===== config.mk =====
export PLATFORM = sky130hd
export DESIGN_NAME = reference_clock_output
export DESIGN_NICKNAME = d
export VERILOG_FILES = /design/src/shared/refclk_pkg.sv /design/src/rtl/reference_clock_output.sv
export VERILOG_INCLUDE_DIRS = /design/src /design/src/shared
export SDC_FILE = /design/constraint.sdc
export NUM_CORES = 1
export LEC_CHECK = 0
export BUFFER_PORTS_ARGS = -buffer_cell sky130_fd_sc_hd__buf_4
export CAP_MARGIN = 10
export CELL_PAD_IN_SITES_DETAIL_PLACEMENT = 1
export CELL_PAD_IN_SITES_GLOBAL_PLACEMENT = 1
export CORE_MARGIN = 8
export CORE_UTILIZATION = 43
export DETAILED_ROUTE_END_ITERATION = 6
export GPL_TIMING_DRIVEN = 0
export PLACE_DENSITY_LB_ADDON = 0.1
export RECOVER_POWER = 50
export SKIP_CTS_REPAIR_TIMING = 1
export SLEW_MARGIN = 30
export SYNTH_ARGS = -nofsm -noshare
export SYNTH_HDL_FRONTEND = slang
export SYNTH_SLANG_ARGS = --single-unit

===== constraint.sdc =====
create_clock -name ref_clk -period 2.87 [get_ports ref_clk]
set_input_delay 0.574 -clock ref_clk [delete_from_list [all_inputs] [get_ports ref_clk]]
set_output_delay 0.574 -clock ref_clk [all_outputs]
set_load 0.02 [all_outputs]

===== src/shared/refclk_map.svh =====
// register offsets, field positions and reset values of the reference clock output
`ifndef REFCLK_MAP_SVH
`define REFCLK_MAP_SVH

`define REFCLK_ADDR_W          4
`define REFCLK_DATA_W          8

`define REFCLK_OFS_CONTROL     4'h0
`define REFCLK_OFS_SOURCE      4'h1
`define REFCLK_OFS_STATUS      4'h2

`define REFCLK_CTRL_EN_BIT     7
`define REFCLK_CTRL_DUTY_HI    4
`define REFCLK_CTRL_DUTY_LO    3
`define REFCLK_CTRL_DIV_HI     2
`define REFCLK_CTRL_DIV_LO     0
`define REFCLK_CTRL_RESET      8'h10

`define REFCLK_SRC_W           2
`define REFCLK_SRC_COUNT       4
`define REFCLK_SRC_RESET       2'h0

`define REFCLK_STAT_RUN_BIT    0
`define REFCLK_STAT_ARM_BIT    1
`define REFCLK_STAT_OUT_BIT    2

`define REFCLK_HALF_W          8

`endif


===== src/shared/refclk_pkg.sv =====
// types shared by the reference clock output generator
package refclk_pkg;

  typedef enum logic [1:0] {
    DUTY_OFF = 2'h0,
    DUTY_25  = 2'h1,
    DUTY_50  = 2'h2,
    DUTY_75  = 2'h3
  } duty_t;

  typedef struct packed {
    logic        en;
    logic [1:0]  pad;
    duty_t       duty;
    logic [2:0]  div;
  } ctrl_t;

  typedef struct packed {
    logic [3:0]  addr;
    logic [7:0]  wdata;
    logic        wr;
    logic        rd;
  } bus_req_t;

  typedef enum logic [1:0] {
    GEN_IDLE,
    GEN_ARM,
    GEN_RUN
  } gen_state_t;

endpackage


===== src/rtl/reference_clock_output.sv =====
// reference clock output generator: source select, power-of-two divider, duty shaping
`timescale 1ns/1ps
`include "refclk_map.svh"

// Function
// - source-select register picks which clock input feeds the generator
// - enabling waits for a base rising edge so the first pulse is whole
// - clearing enable forces the output low in the same cycle
// - three-bit ratio divides base clock by 1 up to 128
// - duty field gives 25, 50 or 75 percent on divided ratios only
// - duty field resets to binary 10, giving half-period duty
// - during sleep every generator state holds still, and the output too unless a control write changes enable
module reference_clock_output (
  // clock and reset
  input  wire logic                         ref_clk,
  input  wire logic                         nrst,
  // register port
  input  wire logic [`REFCLK_ADDR_W-1:0]    reg_addr,
  input  wire logic [`REFCLK_DATA_W-1:0]    reg_wdata,
  input  wire logic                         reg_wr,
  input  wire logic                         reg_rd,
  output logic      [`REFCLK_DATA_W-1:0]    reg_rdata,
  // external clock sources, sampled as synchronous levels
  input  wire logic [`REFCLK_SRC_COUNT-2:0] src_clk_in,
  // power state
  input  wire logic                         sleep,
  // reference clock pin
  output logic                              refclk_out,
  output logic                              refclk_out_en
);

  refclk_pkg::bus_req_t   req;
  refclk_pkg::ctrl_t      ctrl_r;
  refclk_pkg::ctrl_t      ctrl_nxt;
  refclk_pkg::gen_state_t state_r;
  refclk_pkg::gen_state_t state_nxt;

  logic [`REFCLK_SRC_W-1:0]    src_sel_r;
  logic [`REFCLK_SRC_COUNT-1:0] src_lvl_r;
  logic                         base_r;
  logic                         base_prev_r;
  logic [`REFCLK_HALF_W-1:0]    half_r;
  logic [`REFCLK_HALF_W-1:0]    half_nxt;
  logic                         out_r;
  logic                         out_nxt;
  logic [`REFCLK_DATA_W-1:0]    rdata_r;
  logic [`REFCLK_DATA_W-1:0]    rdata_nxt;

  assign req.addr  = reg_addr;
  assign req.wdata = reg_wdata;
  assign req.wr    = reg_wr;
  assign req.rd    = reg_rd;

  // ---------------- register decode ----------------
  // a write lands at the edge that samples its strobe; the port never stalls
  wire wr_ctrl = req.wr && (req.addr == `REFCLK_OFS_CONTROL);
  wire wr_src  = req.wr && (req.addr == `REFCLK_OFS_SOURCE);

  // ratio and duty may be rewritten at any time
  // a change while running is taken as is; glitches then are the caller's risk
  assign ctrl_nxt = wr_ctrl ? refclk_pkg::ctrl_t'({req.wdata[`REFCLK_CTRL_EN_BIT], 2'h0,
                                                   req.wdata[`REFCLK_CTRL_DUTY_HI:`REFCLK_CTRL_DUTY_LO],
                                                   req.wdata[`REFCLK_CTRL_DIV_HI:`REFCLK_CTRL_DIV_LO]})
                            : ctrl_r;

  // control bits 6:5 are not stored and read back as zero
  wire [`REFCLK_DATA_W-1:0] ctrl_rd = {ctrl_r.en, 2'h0, ctrl_r.duty, ctrl_r.div};
  wire [`REFCLK_DATA_W-1:0] src_rd  = {{(`REFCLK_DATA_W-`REFCLK_SRC_W){1'b0}}, src_sel_r};
  // status shows the generator's own level, taken before the enable gate
  wire [`REFCLK_DATA_W-1:0] stat_rd = {5'h00, out_r,
                                       state_r == refclk_pkg::GEN_ARM,
                                       state_r == refclk_pkg::GEN_RUN};

  // read data stand for one cycle only, then fall back to zero
  // unmapped addresses read as zero
  assign rdata_nxt = !req.rd                             ? 8'h00 :
                     (req.addr == `REFCLK_OFS_CONTROL)   ? ctrl_rd :
                     (req.addr == `REFCLK_OFS_SOURCE)    ? src_rd :
                     (req.addr == `REFCLK_OFS_STATUS)    ? stat_rd :
                                                           8'h00;

  always_ff @(posedge ref_clk or negedge nrst) begin
    if (!nrst) begin
      // duty resets to the half-period code
      ctrl_r    <= refclk_pkg::ctrl_t'(`REFCLK_CTRL_RESET);
      src_sel_r <= `REFCLK_SRC_RESET;
      rdata_r   <= 8'h00;
    end else begin
      ctrl_r    <= ctrl_nxt;
      src_sel_r <= wr_src ? req.wdata[`REFCLK_SRC_W-1:0] : src_sel_r;
      rdata_r   <= rdata_nxt;
    end
  end

  assign reg_rdata = rdata_r;

  // ---------------- clock sources ----------------
  // source 0 is the system clock halved: a clock cannot be sampled as data at its own rate
  // sources are frozen with the rest of the generator during sleep
  genvar gi;
  generate
    for (gi = 0; gi < `REFCLK_SRC_COUNT; gi = gi + 1) begin : g_src
      if (gi == 0) begin : g_self
        // internal source toggles every cycle, a period of two system cycles
        always_ff @(posedge ref_clk or negedge nrst) begin
          if (!nrst) begin
            src_lvl_r[gi] <= 1'b0;
          end else if (!sleep) begin
            src_lvl_r[gi] <= ~src_lvl_r[gi];
          end
        end
      end else begin : g_pin
        // pin sources are sampled once, so one edge cannot split across two readers
        always_ff @(posedge ref_clk or negedge nrst) begin
          if (!nrst) begin
            src_lvl_r[gi] <= 1'b0;
          end else if (!sleep) begin
            src_lvl_r[gi] <= src_clk_in[gi-1];
          end
        end
      end
    end
  endgenerate

  // base level follows the selected source
  always_ff @(posedge ref_clk or negedge nrst) begin
    if (!nrst) begin
      base_r      <= 1'b0;
      base_prev_r <= 1'b0;
    end else if (!sleep) begin
      base_r      <= src_lvl_r[src_sel_r];
      base_prev_r <= base_r;
    end
  end

  // both edge flops reset low, the idle level, so no false rise follows reset
  // a source must be no faster than half the system clock, the rate of source 0, or its edges alias
  wire base_rise = base_r && !base_prev_r;
  wire base_edge = base_r != base_prev_r;

  // ---------------- divider and duty ----------------
  // half_r counts base half-periods; ratio 2^n spans 2^(n+1) of them,
  // so bits n and n-1 give the quarter of the output period
  // ratio 0 wraps the shift amount; harmless, since run_lvl then takes base_r
  // the counter wraps at 256 half-periods, one full period of the slowest ratio
  // ratio picks which counter bits form the phase
  wire [`REFCLK_HALF_W-1:0] half_shift = half_nxt >> (ctrl_r.div - 3'h1);
  wire [1:0]                quarter    = half_shift[1:0];

  // duty compare on the quarter index
  wire duty_hi = (ctrl_r.duty == refclk_pkg::DUTY_25) ? (quarter == 2'h0) :
                 (ctrl_r.duty == refclk_pkg::DUTY_50) ? (quarter <  2'h2) :
                 (ctrl_r.duty == refclk_pkg::DUTY_75) ? (quarter <  2'h3) :
                                                        1'b0;

  // undivided ratio passes the base level with its own duty
  wire run_lvl = (ctrl_r.div == 3'h0) ? base_r : duty_hi;

  // state and phase counter; the output level is derived apart from them so the
  // phase lookup never feeds back into the process that computes the phase
  always_comb begin
    state_nxt = state_r;
    half_nxt  = half_r;
    unique case (state_r)
      refclk_pkg::GEN_IDLE: begin
        if (ctrl_r.en) begin
          state_nxt = refclk_pkg::GEN_ARM;
        end
      end
      // start only on a base rising edge, phase zero
      refclk_pkg::GEN_ARM: begin
        if (!ctrl_r.en) begin
          state_nxt = refclk_pkg::GEN_IDLE;
        end else if (base_rise) begin
          state_nxt = refclk_pkg::GEN_RUN;
          half_nxt  = '0;
        end
      end
      refclk_pkg::GEN_RUN: begin
        if (!ctrl_r.en) begin
          state_nxt = refclk_pkg::GEN_IDLE;
          half_nxt  = '0;
        end else if (base_edge) begin
          half_nxt = half_r + 8'h01;
        end
      end
      // the fourth code is unused; fall back to idle
      default: begin
        state_nxt = refclk_pkg::GEN_IDLE;
        half_nxt  = '0;
      end
    endcase
  end

  // output stays low until the first whole pulse and drops on disable
  wire start_now = (state_r == refclk_pkg::GEN_ARM) && ctrl_r.en && base_rise;
  wire run_now   = (state_r == refclk_pkg::GEN_RUN) && ctrl_r.en;
  assign out_nxt = (start_now || run_now) ? run_lvl : 1'b0;

  // the register port is not gated by sleep, only the generator is
  // sleep holds state, counter and output level
  always_ff @(posedge ref_clk or negedge nrst) begin
    if (!nrst) begin
      state_r <= refclk_pkg::GEN_IDLE;
      half_r  <= '0;
      out_r   <= 1'b0;
    end else if (!sleep) begin
      state_r <= state_nxt;
      half_r  <= half_nxt;
      out_r   <= out_nxt;
    end
  end

  // the pin enable follows the register bit, so a stopped pin is released
  // enable gates the pin directly so disable acts at once
  assign refclk_out    = out_r & ctrl_r.en;
  assign refclk_out_en = ctrl_r.en;

endmodule // reference_clock_output


==> impl_metrics.tcl <==
set metrics [dict create \
    status "finished, violations left" \
    violations "max-capacitance violations, max-slew violations" \
    synth_most_common_cell "dfrtp_1" \
    synth_edf_count 0 \
    root_buffer "clkbuf_8" \
    reg2reg_depth 9 \
    arrival_ns 2.50 \
    vias 1626 \
    clk_path_buf_depth 2 \
    final_cells 283 \
    drtIter0Drc 61 \
    switching_share 0.395 \
    leakagePower_nw 1.00 \
    hold_ws_ns 0.503 \
    setup_tns_ns 0 \
    fmax_mhz 428 \
    p_comb_frac 0.390 \
    hold_path.startpoint "src_lvl_r[0]" \
    dp.final_hpwl_um 3960 \
    die_x_um 83.1 \
    final_nets 254 \
    max_cap_violations 1 \
    worstSetupStartpointType "flip-flop" \
    min_period_over_period 0.813 \
    seqPwrFrac 0.395 \
    start_util 0.444 \
    power_switching_mw 0.673 \
    async_flop_share 1.00 \
    io_pins 30 \
    slew_headroom -0.127 \
    critPathKind "flip-flop to flip-flop" \
    post-route-min-period_ns 2.33 \
    yosys-top-cells-area "dfrtp_1, mux2_2, o21ai_0, nand2_1, a21oi_1" \
    min_path_cells 1 \
    clkSlewWorstSetupHoldPaths_ns 0.07 \
    dp_cells 275 \
    final_max_slew_viol_count 32 \
    hold_end "src_lvl_r[0]" \
    n_antenna_cell 0 \
    clk_latency_ns 0.29 \
    regToRegSetupSlack_ns 0.54 \
    worstMarginPinSlew_ns 1.69 \
    portBuffers 25 \
    hp-class "flip-flop to flip-flop" \
    grt_pass1_wl_um 8900 \
    rsz0062_at_grt "no" \
    setup_slack_ns 0.536 \
    synth_top_cell_by_area "dfrtp_1" \
    syn_inst 197 \
    place_area_um2 2190 \
    critPathMaxFanout 8 \
    drt_first_pass_iters 4 \
    synthFlopType "dfrtp_1" \
    drtAntennaViolNets 0 \
    cts_tree "built" \
    finalWirelength_um 5220 \
    r2r-start "ctrl_r[0]" \
    syn_avg_cell_area_um2 9.82 \
    grt_usage 0.156 \
    internal_power_mw 1.03 \
    dieArea_um2 6900 \
    power.density_nw_per_um2 753 \
    drive_gt1_frac 0.277 \
    grt_max_degree 32 \
    setup_violations 0 \
    finalHoldViolCount 0 \
    antenna_found_initial 0 \
    via_per_inst 5.75 \
    cts.sinks 31 \
    drc 0 \
    design_area_um2 2260 \
    post-place-ws_ns 0.551 \
    synth_top_cell_area_share 0.388 \
    clkPwrFrac 0.215 \
    cts_made_buffers 5 \
    coreArea_um2 4350 \
    synth_area_um2 1930 \
    endpoint_kind "flip-flop" \
    grt_pass1_vias 1814 \
    die_h_um 83.1 \
    crit_required_ns 3.03 \
    yosysWarningCount 0 \
    routabilityCongestion 0.893 \
    gr-total-overflow 0 \
    ys_seq_area_frac 0.402 \
    area_growth_pct 17.1 \
    yosys_register_bits 31 \
    r2r-end "out_r" \
    synth.distinct_cells 53 \
    wl_per_cell_um 18.4 \
    fp-row-count 24 \
    htree_levels 2 \
    fin_skew_ns 0.00817 \
    peakVddDrop_v 0.000466 \
    synthTopCellsByCount "dfrtp_1, nand2_1, o21ai_0" \
]
[logic make-up after synthesis]
group	synth area share
AND/OR/NAND/NOR	0.228
buffers and inverters	0.0563
AO/OA/AOI/OAI	0.170
XOR/XNOR	0.0181
adder cells (fa/ha/maj)	0.0259
flip-flops	0.402
other	0.00194
multiplexers	0.0977
[critical path: stages (launching register included)]
cell,delay (ns)
dfrtp_1,0.43
inv_1,0.13
ha_1,0.29
clkbuf_1,0.28
inv_1,0.10
or2_1,0.29
nor4_1,0.40
nor4b_2,0.09
o311ai_1,0.09
o211ai_1,0.11
[state kept, by name, summed over array words and instances (netlist names)]
| signal | count |
|---|---|
| base_prev_r | 1 |
| state_r | 2 |
| base_r | 1 |
| refclk_out_en | 1 |
| ctrl_r | 5 |
| reg_rdata | 6 |
| src_sel_r | 2 |
| half_r | 8 |
| src_lvl_r | 4 |
| out_r | 1 |
[power by group through the flow]
stage | logic (mW) | registers [mW] | clock network, mW
floorplan | 0.497 | 0.641 | 0
global placement | 0.640 | 0.664 | 0
detailed placement | 0.667 | 0.680 | 0
CTS | 0.674 | 0.672 | 0.373
global route | 0.755 | 0.691 | 0.392
finish | 0.665 | 0.673 | 0.366
[final cells by class]
| type | count | area, um2 |
|---|---|---|
| repair buffers | 25 | 176 |
| plain buffers | 12 | 75.1 |
| clock buffers | 7 | 86.3 |
| well taps | 52 | 65.1 |
| multi-input cells | 146 | 1050 |
| inverters | 9 | 33.8 |
| flip-flops and latches | 31 | 777 |
| fillers | 501 | 2090 |
| clock inverters | 1 | 5.00 |
[through the flow]
stage | utilization | power (mW)
after global routing | 0.520 | 1.84
after floorplan | - | 1.14
after global placement | 0.503 | 1.30
final | 0.520 | 1.70
after CTS | 0.524 | 1.72
after detailed placement | 0.503 | 1.35
[cell usage in the layout (no fill, tap or decap), types with 2 or more instances in the layout]
master    netlist  layout
o21ai_0        15      15
nand2b_1        3       3
and2_1          3       3
nand2_1        17      17
buf_6           2       2
buf_4           3      25
inv_1           9       9
a221oi_2        2       2
conb_1          1       2
buf_2           3       3
dfrtp_1        30      30
mux2i_1         2       2
xnor2_1         3       3
ha_1            4       4
nor3_1          7       7
nand3_1         6       6
and3b_2         3       3
nor3b_1         6       6
clkbuf_1        4       8
a31oi_1         5       5
nor2_1          6       6
clkbuf_8        0       6
mux2_2         13      13
nor4_1          2       3
or3_1           4       4
a21oi_1        12      12
and3_1          4       4
nor2b_1         2       2
[per-layer routing]
metal  vias to the layer above  global-route usage  share of wire
met5                         -                   0              0
met4                         0              0.0687          0.020
met3                         9              0.0322          0.032
met2                        23               0.258           0.51
met1                       804               0.189           0.44
li1                        790                   -              -
[worst max-delay path by stage]
stage                     cells past startpoint  slack [ns]  endpoint  startpoint
after CTS                                     9        0.52     out_r   ctrl_r[0]
after floorplan                               8        0.86     out_r      base_r
after global routing                          9        0.20     out_r   ctrl_r[0]
after global placement                        9        0.49     out_r   ctrl_r[0]
after detailed placement                      9        0.55     out_r   ctrl_r[0]
final                                         9        0.54     out_r   ctrl_r[0]
Note: power is estimated with default switching activity, not from simulation.
